**src/rtl/vwo_pkg.sv**
```systemverilog
package vwo_pkg;
  // ---------------------------------------------------------------
  // Register map
  // ---------------------------------------------------------------
  localparam logic [7:0] VWO_OFS_DISPCFG = 8'h04;
  localparam logic [7:0] VWO_OFS_XPOS = 8'h08;
  localparam logic [7:0] VWO_OFS_YPOS = 8'h0C;
  localparam logic [7:0] VWO_OFS_SCALE = 8'h10;
  localparam logic [7:0] VWO_OFS_KEY = 8'h14;
  localparam logic [7:0] VWO_OFS_MASK = 8'h18;
  localparam logic [7:0] VWO_OFS_MIXCTL = 8'h4C;
  localparam logic [31:0] VWO_RST_ZERO = 32'h00000000;
  localparam logic [31:0] VWO_RST_MIXCTL = 32'h00060000;
  // ---------------------------------------------------------------
  // Display configuration and mixer control bits
  // ---------------------------------------------------------------
  localparam int VWO_B_CRT_RUN = 0;
  localparam int VWO_B_HS_EN = 1;
  localparam int VWO_B_VS_EN = 2;
  localparam int VWO_B_DAC_BL = 3;
  localparam int VWO_B_PWR_REQ = 6;
  localparam int VWO_B_PNL_OE = 7;
  localparam int VWO_B_HS_POL = 8;
  localparam int VWO_B_VS_POL = 9;
  localparam int VWO_B_KEY_SRC = 20;
  localparam int VWO_B_SEQ_LO = 17;
  localparam int VWO_B_PWR_FLAG = 27;
  localparam int VWO_B_CSC = 10;
  localparam int VWO_B_GVSEL = 13;
  // ---------------------------------------------------------------
  // Field positions and widths
  // ---------------------------------------------------------------
  localparam int VWO_XW = 12;
  localparam int VWO_YW = 11;
  localparam int VWO_SW = 14;
  localparam int VWO_KW = 24;
  localparam int VWO_HI_LO = 16;
  localparam int VWO_SEQ_W = 3;
  localparam int VWO_FRAC = 13;
  localparam logic [VWO_SW-1:0] VWO_SCALE_UNITY = 14'h2000;
  localparam int VWO_PWR_STEPS = 3;
endpackage

```
**src/rtl/vwo_scale_if.sv**
```systemverilog
`timescale 1ns/1ns
interface vwo_scale_if;
  import vwo_pkg::*;
  logic restart;
  logic advance;
  logic [VWO_SW-1:0] step;
  logic [VWO_XW-1:0] srcIdx;
  logic [VWO_FRAC-1:0] phase;
  modport ctl(output restart, output advance, output step,
              input srcIdx, input phase);
  modport acc(input restart, input advance, input step,
              output srcIdx, output phase);
endinterface

```
**src/rtl/vwo_scale_acc.sv**
```systemverilog
`timescale 1ns/1ns
module vwo_scale_acc (
  // Clock, reset, enable
  input wire logic clk,
  input wire logic arst_n,
  input wire logic ce,
  // Control and result
  vwo_scale_if.acc s
);
  import vwo_pkg::*;
  logic [VWO_XW+VWO_FRAC-1:0] acc_q;
  logic [VWO_XW+VWO_FRAC-1:0] acc_d;
  // Source position advances by step/8192 per destination unit.
  assign acc_d = s.restart ? '0 :
                 s.advance ? acc_q + (VWO_XW+VWO_FRAC)'(s.step) : acc_q;
  always_ff @(posedge clk or negedge arst_n) begin
    if (!arst_n) acc_q <= '0;
    else if (ce) acc_q <= acc_d;
  end
  assign s.srcIdx = acc_q[VWO_XW+VWO_FRAC-1:VWO_FRAC];
  assign s.phase = acc_q[VWO_FRAC-1:0];
endmodule

```
**src/rtl/vwo_overlay_ctrl.sv**
```systemverilog
`timescale 1ns/1ns
// Contract
// - Horizontal sync polarity selects idle and active level.
// - Panel output off: data blanked, power ignored.
// - Panel output on: zero until powered up.
// - Power request edges start up/down sequences.
// - DAC blank bit zero blanks always.
// - Vertical sync enable gates vertical sync.
// - Horizontal sync enable gates horizontal sync.
// - CRT run bit zero resets CRT logic.
// - Window horizontal end bits 27:16, exclusive.
// - Window horizontal begin bits 11:0, inclusive.
// - Vertical begin bits 10:0, lines from sync.
// - Vertical end is exclusive.
// - Vertical step is field over 8192.
// - Horizontal step is field over 8192.
// - Key select 0: graphics equals masked key.
// - Key select 1: video differs from key.
// - YUV compare when conversion and select zero.
// - Zero mask bits ignored in compare.
// - Power steps spaced by frame delay field.
// - Power flag changes only at sequence end.
module vwo_overlay_ctrl #(
  parameter int XW = vwo_pkg::VWO_XW,
  parameter int YW = vwo_pkg::VWO_YW
) (
  // Clock, reset, enable
  input wire logic clk,
  input wire logic arst_n,
  input wire logic ce,
  // Register port
  input wire logic regWr,
  input wire logic [7:0] regAddr,
  input wire logic [31:0] regWdata,
  output logic [31:0] regRdata,
  // Timing from display controller (same clock)
  input wire logic hsyncIn,
  input wire logic vsyncIn,
  input wire logic blankIn,
  // Pixel streams
  input wire logic [vwo_pkg::VWO_KW-1:0] gfxPixel,
  input wire logic [vwo_pkg::VWO_KW-1:0] vidPixel,
  // CRT outputs
  output logic crtHsync,
  output logic crtVsync,
  output logic crtDacBlank,
  output logic [vwo_pkg::VWO_KW-1:0] mixPixel,
  // Flat panel outputs
  output logic [vwo_pkg::VWO_KW-1:0] panelData,
  output logic panelDataEn,
  output logic [vwo_pkg::VWO_PWR_STEPS-1:0] panelPowerCtl,
  // Scaler source position and YUV key flag
  output logic [XW-1:0] srcX,
  output logic [XW-1:0] srcY,
  output logic keyAsYuv
);
  import vwo_pkg::*;

  if (XW != VWO_XW || YW != VWO_YW) begin : g_chk
    $error("vwo_overlay_ctrl: widths must match register fields");
  end

  // ---------------------------------------------------------------
  // Registers
  // ---------------------------------------------------------------
  logic [31:0] cfg_q, xpos_q, ypos_q, scale_q, key_q, mask_q, mix_q;
  logic wrCfg, wrX, wrY, wrS, wrK, wrM, wrMix;
  assign wrCfg = regWr && regAddr == VWO_OFS_DISPCFG;
  assign wrX = regWr && regAddr == VWO_OFS_XPOS;
  assign wrY = regWr && regAddr == VWO_OFS_YPOS;
  assign wrS = regWr && regAddr == VWO_OFS_SCALE;
  assign wrK = regWr && regAddr == VWO_OFS_KEY;
  assign wrM = regWr && regAddr == VWO_OFS_MASK;
  assign wrMix = regWr && regAddr == VWO_OFS_MIXCTL;

  always_ff @(posedge clk or negedge arst_n) begin
    if (!arst_n) begin
      cfg_q <= VWO_RST_ZERO;
      xpos_q <= VWO_RST_ZERO;
      ypos_q <= VWO_RST_ZERO;
      scale_q <= VWO_RST_ZERO;
      key_q <= VWO_RST_ZERO;
      mask_q <= VWO_RST_ZERO;
      mix_q <= VWO_RST_MIXCTL;
    end else if (ce) begin
      if (wrCfg) cfg_q <= regWdata;
      if (wrX) xpos_q <= regWdata;
      if (wrY) ypos_q <= regWdata;
      if (wrS) scale_q <= regWdata;
      if (wrK) key_q <= regWdata;
      if (wrM) mask_q <= regWdata;
      if (wrMix) mix_q <= regWdata;
    end
  end

  logic crtRun, hsEn, vsEn, dacBlEn, pwrReq, pnlOe, hsPol, vsPol, keySrc;
  logic [VWO_SEQ_W-1:0] seqDelay;
  logic [XW-1:0] winHBegin, winHEnd;
  logic [YW-1:0] winVBegin, winVEnd;
  logic [VWO_SW-1:0] hStep, vStep;
  logic [VWO_KW-1:0] keyVal, keyMask;
  assign crtRun = cfg_q[VWO_B_CRT_RUN];
  assign hsEn = cfg_q[VWO_B_HS_EN];
  assign vsEn = cfg_q[VWO_B_VS_EN];
  assign dacBlEn = cfg_q[VWO_B_DAC_BL];
  assign pwrReq = cfg_q[VWO_B_PWR_REQ];
  assign pnlOe = cfg_q[VWO_B_PNL_OE];
  assign hsPol = cfg_q[VWO_B_HS_POL];
  assign vsPol = cfg_q[VWO_B_VS_POL];
  assign keySrc = cfg_q[VWO_B_KEY_SRC];
  assign seqDelay = cfg_q[VWO_B_SEQ_LO +: VWO_SEQ_W];
  assign winHEnd = xpos_q[VWO_HI_LO +: XW];
  assign winHBegin = xpos_q[XW-1:0];
  assign winVEnd = ypos_q[VWO_HI_LO +: YW];
  assign winVBegin = ypos_q[YW-1:0];
  assign vStep = scale_q[VWO_HI_LO +: VWO_SW];
  assign hStep = scale_q[VWO_SW-1:0];
  assign keyVal = key_q[VWO_KW-1:0];
  assign keyMask = mask_q[VWO_KW-1:0];

  // Power flag is status only; written values of that bit are dropped.
  logic pwrOn_q;
  logic [31:0] rdNext;
  always_comb begin
    rdNext = '0;
    unique case (regAddr)
      VWO_OFS_DISPCFG: begin
        rdNext = cfg_q;
        rdNext[VWO_B_PWR_FLAG] = pwrOn_q;
      end
      VWO_OFS_XPOS: rdNext = xpos_q;
      VWO_OFS_YPOS: rdNext = ypos_q;
      VWO_OFS_SCALE: rdNext = scale_q;
      VWO_OFS_KEY: rdNext = key_q;
      VWO_OFS_MASK: rdNext = mask_q;
      VWO_OFS_MIXCTL: rdNext = mix_q;
      default: rdNext = '0;
    endcase
  end

  // Read data leaves a flop, so a read answers one cycle after its address.
  always_ff @(posedge clk or negedge arst_n) begin
    if (!arst_n) regRdata <= '0;
    else if (ce) regRdata <= rdNext;
  end

  // ---------------------------------------------------------------
  // CRT counters, held in reset while the run bit is low
  // ---------------------------------------------------------------
  logic hs_q, vs_q;
  logic [XW-1:0] hCnt_q;
  logic [YW-1:0] vCnt_q;
  logic hsRise, vsRise;
  assign hsRise = hsyncIn && !hs_q;
  assign vsRise = vsyncIn && !vs_q;
  always_ff @(posedge clk or negedge arst_n) begin
    if (!arst_n) begin
      hs_q <= 1'b0;
      vs_q <= 1'b0;
      hCnt_q <= '0;
      vCnt_q <= '0;
    end else if (ce) begin
      hs_q <= hsyncIn;
      vs_q <= vsyncIn;
      if (!crtRun) begin
        hCnt_q <= '0;
        vCnt_q <= '0;
      end else begin
        hCnt_q <= hsRise ? '0 : hCnt_q + 1'b1;
        if (vsRise) vCnt_q <= '0;
        else if (hsRise) vCnt_q <= vCnt_q + 1'b1;
      end
    end
  end

  // Begin inclusive, end exclusive on both axes.
  logic inH, inV, inWin;
  assign inH = hCnt_q >= winHBegin && hCnt_q < winHEnd;
  assign inV = vCnt_q >= winVBegin && vCnt_q < winVEnd;
  assign inWin = crtRun && inH && inV;

  // ---------------------------------------------------------------
  // Upscale accumulators
  // ---------------------------------------------------------------
  vwo_scale_if hIf();
  vwo_scale_if vIf();
  assign hIf.restart = !crtRun || hsRise;
  assign hIf.advance = inWin;
  assign hIf.step = hStep;
  assign vIf.restart = !crtRun || vsRise;
  assign vIf.advance = hsRise && inV;
  assign vIf.step = vStep;
  vwo_scale_acc u_hacc (.clk(clk), .arst_n(arst_n), .ce(ce), .s(hIf));
  vwo_scale_acc u_vacc (.clk(clk), .arst_n(arst_n), .ce(ce), .s(vIf));

  // ---------------------------------------------------------------
  // Key compare
  // ---------------------------------------------------------------
  logic gfxMatch, vidMatch, showVideo, yuvKey;
  assign gfxMatch = ((gfxPixel ^ keyVal) & keyMask) == '0;
  assign vidMatch = ((vidPixel ^ keyVal) & keyMask) == '0;
  assign showVideo = inWin && (keySrc ? !vidMatch : gfxMatch);
  assign yuvKey = !mix_q[VWO_B_CSC] && !mix_q[VWO_B_GVSEL];

  // ---------------------------------------------------------------
  // Panel power sequencer
  // ---------------------------------------------------------------
  typedef enum logic [1:0] {PS_OFF, PS_UP, PS_ON, PS_DOWN} vwo_pwr_e;
  vwo_pwr_e pst_q, pst_d;
  logic pwrReq_q;
  logic [VWO_SEQ_W-1:0] frm_q;
  logic [1:0] stp_q;
  logic [VWO_PWR_STEPS-1:0] ctl_q;
  logic stepDue, seqDone, reqUp, reqDn;
  logic seqBusy;
  logic [VWO_SEQ_W:0] frmNext, dlyWide;
  assign reqUp = pnlOe && pwrReq && !pwrReq_q;
  assign reqDn = pnlOe && !pwrReq && pwrReq_q;
  // A step lands on the vsync that completes the programmed frame count,
  // so a delay of zero behaves like a delay of one frame.
  assign seqBusy = pst_q == PS_UP || pst_q == PS_DOWN;
  assign frmNext = {1'b0, frm_q} + 1'b1;
  assign dlyWide = {1'b0, seqDelay};
  assign stepDue = seqBusy && vsRise && frmNext >= dlyWide;
  assign seqDone = stepDue && stp_q == 2'(VWO_PWR_STEPS - 1);
  always_comb begin
    pst_d = pst_q;
    unique case (pst_q)
      PS_OFF: if (reqUp) pst_d = PS_UP;
      PS_UP: if (reqDn) pst_d = PS_DOWN;
             else if (seqDone) pst_d = PS_ON;
      PS_ON: if (reqDn) pst_d = PS_DOWN;
      PS_DOWN: if (reqUp) pst_d = PS_UP;
               else if (seqDone) pst_d = PS_OFF;
    endcase
  end
  always_ff @(posedge clk or negedge arst_n) begin
    if (!arst_n) begin
      pst_q <= PS_OFF;
      pwrReq_q <= 1'b0;
      frm_q <= '0;
      stp_q <= '0;
      ctl_q <= '0;
      pwrOn_q <= 1'b0;
    end else if (ce) begin
      pst_q <= pst_d;
      if (pnlOe) pwrReq_q <= pwrReq;
      if (reqUp || reqDn) begin
        frm_q <= '0;
        stp_q <= '0;
      end else if (stepDue) begin
        frm_q <= '0;
        stp_q <= seqDone ? '0 : stp_q + 1'b1;
        if (pst_q == PS_UP) ctl_q[stp_q] <= 1'b1;
        if (pst_q == PS_DOWN) ctl_q[VWO_PWR_STEPS-1-stp_q] <= 1'b0;
      end else if (vsRise && (pst_q == PS_UP || pst_q == PS_DOWN)) begin
        frm_q <= frm_q + 1'b1;
      end
      if (seqDone && pst_q == PS_UP) pwrOn_q <= 1'b1;
      if (seqDone && pst_q == PS_DOWN) pwrOn_q <= 1'b0;
    end
  end

  // ---------------------------------------------------------------
  // Output stage
  // ---------------------------------------------------------------
  logic dacBlank, pnlLive, hsAct, vsAct;
  assign dacBlank = !dacBlEn || blankIn;
  assign pnlLive = pnlOe && pwrOn_q && pst_q == PS_ON;
  assign hsAct = crtRun && hsEn && hsyncIn;
  assign vsAct = crtRun && vsEn && vsyncIn;
  always_ff @(posedge clk or negedge arst_n) begin
    if (!arst_n) begin
      crtHsync <= 1'b0;
      crtVsync <= 1'b0;
      crtDacBlank <= 1'b1;
      mixPixel <= '0;
      panelData <= '0;
      panelDataEn <= 1'b0;
      panelPowerCtl <= '0;
      srcX <= '0;
      srcY <= '0;
      keyAsYuv <= 1'b0;
    end else if (ce) begin
      crtHsync <= hsAct ^ hsPol;
      crtVsync <= vsAct ^ vsPol;
      crtDacBlank <= dacBlank;
      mixPixel <= showVideo ? vidPixel : gfxPixel;
      panelData <= (pnlLive && !dacBlank) ?
                   (showVideo ? vidPixel : gfxPixel) : '0;
      panelDataEn <= pnlLive && !blankIn;
      panelPowerCtl <= pnlOe ? ctl_q : '0;
      srcX <= hIf.srcIdx;
      srcY <= vIf.srcIdx;
      keyAsYuv <= yuvKey;
    end
  end

  // ---------------------------------------------------------------
  // Checks
  // ---------------------------------------------------------------
  a_hsync_idle_level: assert property (@(posedge clk) disable iff (!arst_n)
    ce && !hsEn |=> crtHsync == $past(hsPol))
    else $error("hsync not at idle level while disabled");
  a_vsync_idle_level: assert property (@(posedge clk) disable iff (!arst_n)
    ce && !vsEn |=> crtVsync == $past(vsPol))
    else $error("vsync not at idle level while disabled");
  a_hsync_polarity: assert property (@(posedge clk) disable iff (!arst_n)
    ce && hsAct |=> crtHsync == !$past(hsPol))
    else $error("hsync active level wrong");
  a_dac_always_blank: assert property (@(posedge clk) disable iff (!arst_n)
    ce && !dacBlEn |=> crtDacBlank)
    else $error("dac not blanked");
  a_panel_zero_off: assert property (@(posedge clk) disable iff (!arst_n)
    ce && !pwrOn_q |=> panelData == '0 && !panelDataEn)
    else $error("panel data before power up");
  a_crt_held_reset: assert property (@(posedge clk) disable iff (!arst_n)
    ce && !crtRun |=> hCnt_q == '0 && vCnt_q == '0)
    else $error("crt counters run in reset");
  a_flag_only_done: assert property (@(posedge clk) disable iff (!arst_n)
    ce && !seqDone |=> $stable(pwrOn_q))
    else $error("power flag moved without sequence end");
  a_req_ignored_off: assert property (@(posedge clk) disable iff (!arst_n)
    !pnlOe && pst_q == PS_OFF |-> pst_d == PS_OFF)
    else $error("power request acted on while output disabled");
  a_window_excl_end: assert property (@(posedge clk) disable iff (!arst_n)
    hCnt_q == winHEnd |-> !inWin)
    else $error("window includes horizontal end");
endmodule

```
**config.mk**
```make
export PLATFORM = sky130hd
export DESIGN_NAME = vwo_overlay_ctrl
export DESIGN_NICKNAME = d
export VERILOG_FILES = /design/src/rtl/vwo_pkg.sv /design/src/rtl/vwo_scale_if.sv /design/src/rtl/vwo_scale_acc.sv /design/src/rtl/vwo_overlay_ctrl.sv
export SDC_FILE = /design/constraint.sdc
export NUM_CORES = 1
export LEC_CHECK = 0
export BUFFER_PORTS_ARGS = -buffer_cell sky130_fd_sc_hd__buf_4
export CAP_MARGIN = 20
export CORE_MARGIN = 1.5
export CORE_UTILIZATION = 45
export DETAILED_ROUTE_END_ITERATION = 8
export GPL_TIMING_DRIVEN = 0
export PLACE_DENSITY = 0.61
export SYNTH_ARGS = -nofsm -noshare
export SYNTH_HDL_FRONTEND = slang
export SYNTH_SLANG_ARGS = --single-unit
export TNS_END_PERCENT = 100
```
**constraint.sdc**
```tcl
create_clock -name clk -period 7.8 [get_ports clk]
set_input_delay 0 -clock clk [delete_from_list [all_inputs] [get_ports clk]]
set_output_delay 0 -clock clk [all_outputs]
set_load 0.005 [all_outputs]
```
==> results of run 1 <==
layer usage:
metal / GRT usage / part of all wire
met1: 0.3779 / 0.43
met2: 0.4316 / 0.46
met3: 0.04822 / 0.067
met4: 0.1185 / 0.040
met5: 0 / 0
cells in the mapped netlist (all sizes together) (11+ instances only):
master and n:
o31ai 12, o2bb2ai 25, a22o 20, a22oi 82, o21ai 92, nand4 14, a21oi 78, xnor2 25
clkbuf 62, ha 83, inv 68, buf 32, nor2 99, and3 24, nand2 113, dfrtp 419
a31oi 41, a21o 47, nand2b 12, mux2 205, xor2 69, nor3 18, mux2i 37, nand3 23
a222oi 33, or3 11
worst max-delay path, stage by stage, from the launching register on:
cell	delay, ns
dfrtp_1	0.44
inv_1	0.12
ha_1	0.27
nand2b_1	0.14
a2111o_1	0.40
a31oi_1	0.23
o41ai_1	0.13
and4_1	0.23
buf_6	0.16
o211ai_4	0.19
buf_12	0.21
mux2i_1	0.21
dlygate4sd3_1	0.62
a21oi_1	0.07
path summary, 6_finish.rpt:
check / slack (ns) / depth (start not counted) / end
hold / removal: 0.04 / 2 / panelData[10]$_DFFE_PN0P_
min in group clk: 0.09 / 4 / scale_q[0]$_DFFE_PN0P_
hold reg to reg: 0.48 / 1 / regRdata[7]$_DFFE_PN0P_
setup reg to reg: 4.24 / 13 / mixPixel[10]$_DFFE_PN0P_
max in group asynchronous: 6.22 / 4 / srcY[11]$_DFFE_PN0P_
setup / recovery: 4.24 / 13 / mixPixel[10]$_DFFE_PN0P_
through the flow:
stage          worst slack (ns)  hold slack [ns]  cell area [sq um]
3_5_place_dp              4.637           0.1053              23030
2_1_floorplan             5.289          -0.2956              20640
5_1_grt                   4.034          0.09530              25510
3_3_place_gp              2.422           0.2635              22940
4_1_cts                   4.249          0.04668              25500
6_report                  4.242          0.04245              25510
cell families after synthesis:
| kind of cell | after synthesis | synth area share |
|---|---|---|
| AO/OA/AOI/OAI | 463 | 0.1552 |
| XOR/XNOR | 94 | 0.03988 |
| adder cells (fa/ha/maj) | 85 | 0.05224 |
| buffers and inverters | 162 | 0.03303 |
| flip-flops | 422 | 0.5117 |
| multiplexers | 242 | 0.1298 |
| AND/OR/NAND/NOR | 345 | 0.07824 |
flip-flops by register name (all words and copies together) (netlist names), 11 cells and up:
name and count:
srcX 12, u_vacc.acc_q 25, vCnt_q 11, scale_q 32, cfg_q 31, xpos_q 32
mix_q 32, ypos_q 32, u_hacc.acc_q 25, mixPixel 24, mask_q 32, regRdata 32
panelData 24, srcY 12, key_q 32, hCnt_q 12
final cells by class:
cell class | instances | area, sq um
fillers | 3900 | 19780
inverters | 68 | 255.2
well taps | 600 | 750.7
plain buffers | 94 | 426.7
clock buffers | 74 | 1449
repair buffers | 295 | 2492
clock inverters | 11 | 170.2
flip-flops and latches | 422 | 10560
multi-input cells | 1229 | 9399
cells in the final DEF (no fill, tap or decap), drive strengths merged, types with 12 or more instances in the layout:
master       instances
clkbuf             137
mux2i               37
xor2                69
nand4               14
nand2b              12
a21oi               78
a21o                47
o2bb2ai             25
nor2                99
dlygate4sd3         85
a22oi               82
nand2              113
a22o                20
dfrtp              419
mux2               205
o31ai               12
and3                24
o21ai               92
inv                 69
a31oi               41
a222oi              33
buf                241
ha                  83
nor3                18
nand3               23
xnor2               25
where the power goes:
group          leakage, nW  total, mW  internal [mW]  switching, mW
logic                 6.60      0.477          0.205          0.272
clock network        0.800       2.32           1.40          0.915
registers             5.53       2.37           2.27         0.0939
total                 12.9       5.16           3.88           1.28
==> out/results.tsv, run 1 <==
stage	metric	value	unit
global_routing	pin count of the biggest net entering global routing	123	
timing	Clock Skews	0.02254	ns
die	I/O pin cnt	207	
logic_synthesis	post-synth top area share	0.5079	
timing	normalized max-slew margin	0.1334	
setup_path	CP Launch Type	register	
setup_path	RR Startpoint	hCnt_q[0]$_DFFE_PN0P_	
die	Starting Density	0.4559	
flow_run	Max-Cap Viols	0	
drt	DRC viols	0	
clock_network	Root Driver	clkbuf_16	
setup_path	critical path startpoint	hCnt_q[0]$_DFFE_PN0P_	
power	Lkg Pwr	12.93	nW
logic_synthesis	Avg Inst Size Synth	11.39	sq um
outcome	status	complete, no violations	
timing	final hold violations	0	
clock_network	PostCTS Resize Cnt	0	
logic_synthesis	top cells by area, synth	dfrtp_1 (51%), mux2_2 (11%), ha_1 (5.0%)	
logic_synthesis	Mapped Area	20640	sq um
setup_path	CP arrival	4.01	ns
clock_network	sinks on the clock net	422	
global_routing	overall routing resource usage	0.2760	
layout	fin cells	2793	
logic_synthesis	post-synthesis sequential area ratio	0.5117	
placement	Placed Cells	2622	
clock_network	H-tree depth	2	
timing	Tmin final	3.558	ns
logic_synthesis	EDFF count, synth	0	
logic_synthesis	register bit count reported by yosys	422	
logic_synthesis	post-synthesis async set-or-reset flop share	1.000	
setup_path	Crit Path Category	reg2reg	
timing	Slew @ Worst Pin	1.290	ns
power	Worst VDD drop	0.1612	mV
clock_network	CTS tree	built	
die	# rows	78	
clock_network	number of buffers created by CTS	47	
layout	fin nets	2337	
die	die span in y	217.2	microns
clock_network	CTS clk-pin slew, worst paths	0.06	ns
global_routing	initial antenna violation count	1	
setup_path	Critical Path End Type	register	
clock_network	Post-CTS Setup Bufs	0	
die	die area	47170	sq um
clock_network	Clk Latency, worst-skew pair	0.59	ns
placement	gpl congestion	0.9216	
power	overall power	5.162	mW
drt	Vias	16306	
drt	Initial DRC Count	1632	
clock_network	Hold-fix buffers, CTS	85	
timing	Setup Total Neg Slack	0	ns
timing	f_max	0.2811	GHz
drt	first-pass iteration count of the detailed router	7	
logic_synthesis	largest area contributor in the netlist	dfrtp_1	
die	core outline area	45280	sq um
placement	IO Port Bufs	206	
timing	Pins Over Slew Limit	0	
layout	layout cell share with drive strength beyond 1	0.2403	
global_routing	total gr overflow	0	
logic_synthesis	instance count of the mapped netlist	1813	
logic_synthesis	Distinct cells, synth	67	
logic_synthesis	warning count from the yosys run	0	
drt	vias per std cell	5.838	
placement	detailed placement HPWL	47.75	mm
timing	crit share post-route	0.4561	
hold_path	worst min path class	in2async	
drt	Wirelength per Cell	23.30	microns
logic_synthesis	ys flop type	dfrtp_1	
setup_path	CP Data Required Time	8.26	ns
timing	unrepaired setup endpoints after global routing	no	
power	PwrDens	202.4	nW/um^2
layout	n_diodes	0	
logic_synthesis	Synth Net Count	1993	
timing	endpoints failing setup	0	
layout	post-layout util	0.5633	
clock_network	Longest Clk Path Bufs	3	
global_routing	global-route wire length before repair	98.53	mm
global_routing	vias in the first global route	16146	
die	die width	217.2	microns
setup_path	CP max FO	10	
layout	Layout area overhead	23.55	%
drt	Detail Route Antenna Nets	0	
drt	final wirelength	65.07	mm
No activity file was read; power rests on OpenSTA's default activity.
==> inputs of run 2 (changes only) <==
- PLACE_DENSITY: 0.61 -> 0.63
- clock period: 7.8 -> 3.2 ns (I/O delays scaled with it)
==> run 2 against run 1 <==
  * First-iteration DRC count down 5.9%
  * Final cell count down 0.11%
  * Critical path depth down 1
  * Setup slack worse by 4.1 ns
  * Routed wire length up 0.30%
  * Final area down 0.70%
  * Sequential share of layout area up 0.29 points
  * Die area unchanged
  * Highest routed layer unchanged
==> out/results.tsv, run 2 (same netlist as run 1, synthesis figures left out) <==
stage	metric	value	unit
placement	IO Port Bufs	206	
timing	normalized max-slew margin	0.1515	
global_routing	global-route wire length before repair	99.56	mm
power	Lkg Pwr	12.81	nW
hold_path	worst min path class	in2async	
global_routing	total gr overflow	0	
clock_network	sinks on the clock net	422	
die	die span in y	217.2	microns
drt	Initial DRC Count	1536	
layout	fin nets	2337	
clock_network	CTS clk-pin slew, worst paths	0.07	ns
setup_path	RR Startpoint	hCnt_q[0]$_DFFE_PN0P_	
timing	unrepaired setup endpoints after global routing	no	
die	Starting Density	0.4559	
clock_network	CTS tree	built	
setup_path	CP Launch Type	register	
placement	Placed Cells	2622	
timing	endpoints failing setup	0	
die	die width	217.2	microns
clock_network	Root Driver	clkbuf_16	
die	I/O pin cnt	207	
setup_path	CP arrival	3.55	ns
clock_network	Clk Latency, worst-skew pair	0.60	ns
global_routing	overall routing resource usage	0.2771	
setup_path	Reg-to-Reg End	panelData[9]$_DFFE_PN0P_	
timing	Slew @ Worst Pin	1.263	ns
power	PwrDens	474.5	nW/um^2
timing	Pins Over Slew Limit	0	
flow_run	Max-Cap Viols	0	
setup_path	Crit Path Category	reg2reg	
drt	final wirelength	65.26	mm
timing	crit share post-route	0.9681	
drt	DRC viols	0	
global_routing	vias in the first global route	16413	
drt	first-pass iteration count of the detailed router	6	
layout	Design Area, Final	25330	sq um
clock_network	number of buffers created by CTS	46	
die	# rows	78	
layout	most common cell after layout, fill and taps aside	dfrtp_1	
drt	Wirelength per Cell	23.39	microns
layout	fin cells	2790	
timing	final hold violations	0	
timing	Clock Skews	0.02634	ns
layout	post-layout util	0.5594	
layout	n_diodes	0	
setup_path	Critical Path End Type	register	
drt	vias per std cell	5.913	
layout	layout cell share with drive strength beyond 1	0.2388	
global_routing	initial antenna violation count	1	
layout	Layout area overhead	22.69	%
timing	f_max	0.3228	GHz
drt	Vias	16498	
power	Worst VDD drop	0.3610	mV
layout	most frequent cells in the layout	dfrtp_1 (419), buf_4 (207), mux2_2 (202), nand2_1 (112), nor2_1 (99)	
setup_path	flop2flop setup slack	0.10	ns
drt	Detail Route Antenna Nets	0	
setup_path	FF-to-FF path depth	12	
outcome	status	complete, no violations	
clock_network	H-tree depth	2	
timing	Tmin final	3.098	ns
setup_path	CP max FO	10	
die	die area	47170	sq um
placement	Placed Area	23030	sq um
global_routing	pin count of the biggest net entering global routing	119	
clock_network	Longest Clk Path Bufs	3	
placement	detailed placement HPWL	47.63	mm
die	core outline area	45280	sq um
setup_path	CP Data Required Time	3.66	ns
placement	gpl congestion	0.9542	
[run 2: cell count changes in the layout (fill, tap and decap cells not counted), moves of 2 or more]
cell / change
clkbuf_8: -5
mux2i_1: -4
mux2i_2: +4
clkbuf_16: -2
bufinv_16: -4
clkbuf_1: +5
[run 2: worst max-delay path by stage]
stage / from / to / slack [ns] / cells past startpoint
after global placement: arst_n / srcY[10]$_DFFE_PN0P_ / -2.18 / 1
after CTS: hCnt_q[0]$_DFFE_PN0P_ / panelData[9]$_DFFE_PN0P_ / 0.1 / 12
after detailed placement: ce / mixPixel[23]$_DFFE_PN0P_ / -0.09 / 6
final: hCnt_q[0]$_DFFE_PN0P_ / panelData[9]$_DFFE_PN0P_ / 0.10 / 12
after global routing: hCnt_q[0]$_DFFE_PN0P_ / mixPixel[7]$_DFFE_PN0P_ / 0.004 / 12
after floorplan: hCnt_q[0]$_DFFE_PN0P_ / mixPixel[23]$_DFFE_PN0P_ / 0.69 / 12
[run 2: area by class of cell]
cell class	count	area, sq um
repair buffers	296	2502
multi-input cells	1229	9414
clock inverters	8	62.56
plain buffers	94	427.9
clock buffers	73	1353
inverters	68	255.2
well taps	600	750.7
flip-flops and latches	422	10560
fillers	3861	19950
[run 2: metrics by stage]
step | setup WS [ns] | hold slack (ns) | TNS, ns | total power [mW]
2_1_floorplan | 0.6891 | -0.2956 | 0 | 6.311
3_3_place_gp | -2.176 | 0.2613 | -891.98 | 6.859
3_5_place_dp | -0.09028 | 0.06865 | -0.5096 | 6.915
4_1_cts | 0.09819 | 0.03481 | 0 | 12.08
5_1_grt | 0.003752 | 0.07892 | 0 | 12.46
6_report | 0.1022 | 0.007920 | 0 | 12.02
[run 2: worst max-delay path: stages (launching register included)]
cell	delay [ns]
dfrtp_1	0.47
inv_1	0.10
ha_1	0.27
nand2b_1	0.15
a2111o_1	0.41
a31oi_1	0.23
o41ai_1	0.12
and4_1	0.23
buf_6	0.16
o211ai_4	0.19
buf_12	0.21
mux2i_2	0.28
o2bb2ai_1	0.12
[run 2: report_power, final]
| group | internal (mW) | total (mW) | leakage, nW | switching [mW] |
|---|---|---|---|---|
| Combinational | 0.502 | 1.16 | 6.58 | 0.656 |
| Sequential | 5.54 | 5.77 | 5.53 | 0.225 |
| Clock | 2.89 | 5.09 | 0.695 | 2.20 |
| Total | 8.94 | 12.0 | 12.8 | 3.08 |
[run 2: what timing repair did]
item | 4_1_cts | 5_1_grt
endpoints found under the hold margin | 368 | 0
hold buffers | 85 | 0
resized for setup | 0 | 6
endpoints found under the setup margin | 0 | 17
buffers inserted | 0 | 0
[run 2: per-layer routing]
layer  track usage  vias up  wire, microns
li1              -     7341              -
met3       0.05073      142           4642
met1        0.3798     8371          28150
met2        0.4349      644          29810
met4        0.1104        0           2650
met5             0        -              0
==> inputs of run 3 (changes only) <==
- CORE_UTILIZATION: 45 -> 40
- PLACE_DENSITY: 0.63 -> 0.57
==> run 3 against run 2 <==
  * Via count fell by 1.0%
  * Largest cell class unchanged
  * Final cell count grew 3.1%
  * Critical path depth stayed put
  * Sequential cell count unchanged
  * Routed wire length up 2.6%
  * Clock skew fell by 0.0055 ns
  * Final area is 0.95% higher
  * Global-route usage is 2.4 points lower
  * First-iteration DRC count shrank 3.5%
  * Power up 3.1%
  * Critical path type unchanged
  * Die area grew 12%
==> out/results.tsv, run 3 (same netlist as run 1, synthesis figures left out) <==
stage	metric	value	unit
timing	Setup Total Neg Slack	0	ns
drt	Vias	16330	
die	# rows	83	
placement	detailed placement HPWL	49.03	mm
die	die area	52980	sq um
placement	IO Port Bufs	206	
clock_network	CTS clk-pin slew, worst paths	0.06	ns
global_routing	overall routing resource usage	0.2533	
placement	Post-Place Worst Slack	-0.3174	ns
clock_network	number of buffers created by CTS	48	
clock_network	Clk Latency, worst-skew pair	0.59	ns
drt	Wirelength per Cell	23.28	microns
drt	final wirelength	66.97	mm
global_routing	global-route wire length before repair	102.6	mm
timing	unrepaired setup endpoints after global routing	no	
timing	Slew @ Worst Pin	1.003	ns
die	Starting Density	0.4032	
setup_path	Crit Path Category	reg2reg	
layout	post-layout util	0.4995	
power	sw power	3.151	mW
timing	Pins Over Slew Limit	0	
die	core outline area	51200	sq um
layout	Layout area overhead	23.86	%
setup_path	CP max FO	10	
clock_network	Longest Clk Path Bufs	3	
setup_path	Critical Path End Type	register	
clock_network	Root Driver	clkbuf_16	
timing	hold slack final	0.05218	ns
layout	most frequent cells in the layout	dfrtp_1 (419), buf_4 (207), mux2_2 (202), nand2_1 (112), nor2_1 (99)	
global_routing	initial antenna violation count	0	
power	Lkg Pwr	12.88	nW
setup_path	CP arrival	3.51	ns
global_routing	pin count of the biggest net entering global routing	120	
power	switching portion of total power	0.2544	
power	P_int	9.236	mW
clock_network	CTS tree	built	
power	Gate power share	0.096	
setup_path	CP Data Required Time	3.65	ns
power	PwrDens	484.4	nW/um^2
die	die width	230.2	microns
power	Flop pwr share	0.465	
setup_path	CP Launch Type	register	
hold_path	worst min path class	in2async	
drt	Detail Route Antenna Nets	0	
timing	final hold violations	0	
outcome	status	complete, no violations	
drt	vias per std cell	5.676	
layout	fin nets	2341	
drt	Initial DRC Count	1483	
layout	n_diodes	0	
layout	number of fill cells	4624	
drt	first-pass iteration count of the detailed router	6	
timing	Clock Skews	0.02088	ns
timing	fin worst setup slack	0.1358	ns
clock_network	sinks on the clock net	422	
timing	normalized max-slew margin	0.3315	
global_routing	total gr overflow	0	
layout	most common cell after layout, fill and taps aside	dfrtp_1	
layout	layout cell share with drive strength beyond 1	0.2421	
placement	gpl congestion	0.8990	
die	die span in y	230.2	microns
power	Worst VDD drop	0.3195	mV
timing	crit share post-route	0.9576	
setup_path	RR Startpoint	hCnt_q[0]$_DFFE_PN0P_	
power	Clock power frac	0.439	
timing	f_max	0.3264	GHz
setup_path	critical path startpoint	hCnt_q[0]$_DFFE_PN0P_	
clock_network	H-tree depth	2	
timing	Tmin final	3.064	ns
drt	DRC viols	0	
flow_run	Max-Cap Viols	0	
timing	endpoints failing setup	0	
global_routing	vias in the first global route	16548	
die	I/O pin cnt	207	
## run 3: cell types whose count changed in the layout (fill, tap and decap cells not counted), sizes merged
| cell | change |
|---|---|
| buf | +2 |
| bufinv | +2 |
| clkbuf | +2 |
| inv | +1 |
## run 3: area by class of cell
cell class | instances | area, sq um | share of cell area
sequential | 422 | 10560 | 0.4131
multi-input combinational | 1229 | 9420 | 0.3684
timing repair buffer | 298 | 2512 | 0.09825
clock buffer | 75 | 1413 | 0.05524
tap | 680 | 850.8 | 0.03327
buffer | 94 | 427.9 | 0.01673
inverter | 68 | 255.2 | 0.009982
clock inverter | 11 | 127.6 | 0.004991
## run 3: power by group through the flow
| stage | sequential (mW) | clock [mW] | combinational, mW |
|---|---|---|---|
| global placement | 5.84 | 0 | 1.04 |
| global route | 5.79 | 5.74 | 1.31 |
| finish | 5.76 | 5.44 | 1.18 |
| floorplan | 5.77 | 0 | 0.540 |
| detailed placement | 5.85 | 0 | 1.09 |
| CTS | 5.76 | 5.54 | 1.19 |
## run 3: final timing paths
kind	to	slack (ns)	cells past startpoint
min in group clk	scale_q[0]$_DFFE_PN0P_	0.13	4
worst min-delay path	mixPixel[11]$_DFFE_PN0P_	0.05	2
worst min register to register	regRdata[2]$_DFFE_PN0P_	0.48	1
worst max-delay path	mixPixel[11]$_DFFE_PN0P_	0.14	12
max in group asynchronous	u_vacc.acc_q[16]$_DFFE_PN0P_	1.51	4
worst max register to register	mixPixel[11]$_DFFE_PN0P_	0.14	12
## run 3: stage by stage
step,area [sq um],instances,power [mW]
after floorplan,20640,1813,6.311
after global placement,23040,2699,6.886
after detailed placement,23140,2704,6.944
after CTS,25540,2875,12.48
after global routing,25570,2877,12.83
final,25570,2877,12.39
## run 3: routing by layer
layer	wire length, microns	vias to the layer above	GRT usage
met5	0	-	0
met4	1587	0	0.06985
met3	3832	89	0.03757
met2	31550	524	0.4110
met1	30000	8357	0.3526
li1	-	7360	-
## run 3: what timing repair did
item                                    4_1_cts  5_1_grt
gates resized for setup                       1        7
endpoints found under the setup margin        1       28
setup buffers                                 0        0
hold buffers                                 85        0
hold endpoints to repair                    381        0
## run 3: critical path, stage by stage (launching register included)
cell      delay, ns
dfrtp_1        0.42
inv_1          0.10
ha_1           0.27
nand2b_1       0.14
a2111o_1       0.43
a31oi_2        0.20
o41ai_1        0.13
and4_1         0.23
buf_6          0.16
o211ai_4       0.20
buf_12         0.21
mux2i_2        0.30
a21oi_1        0.10
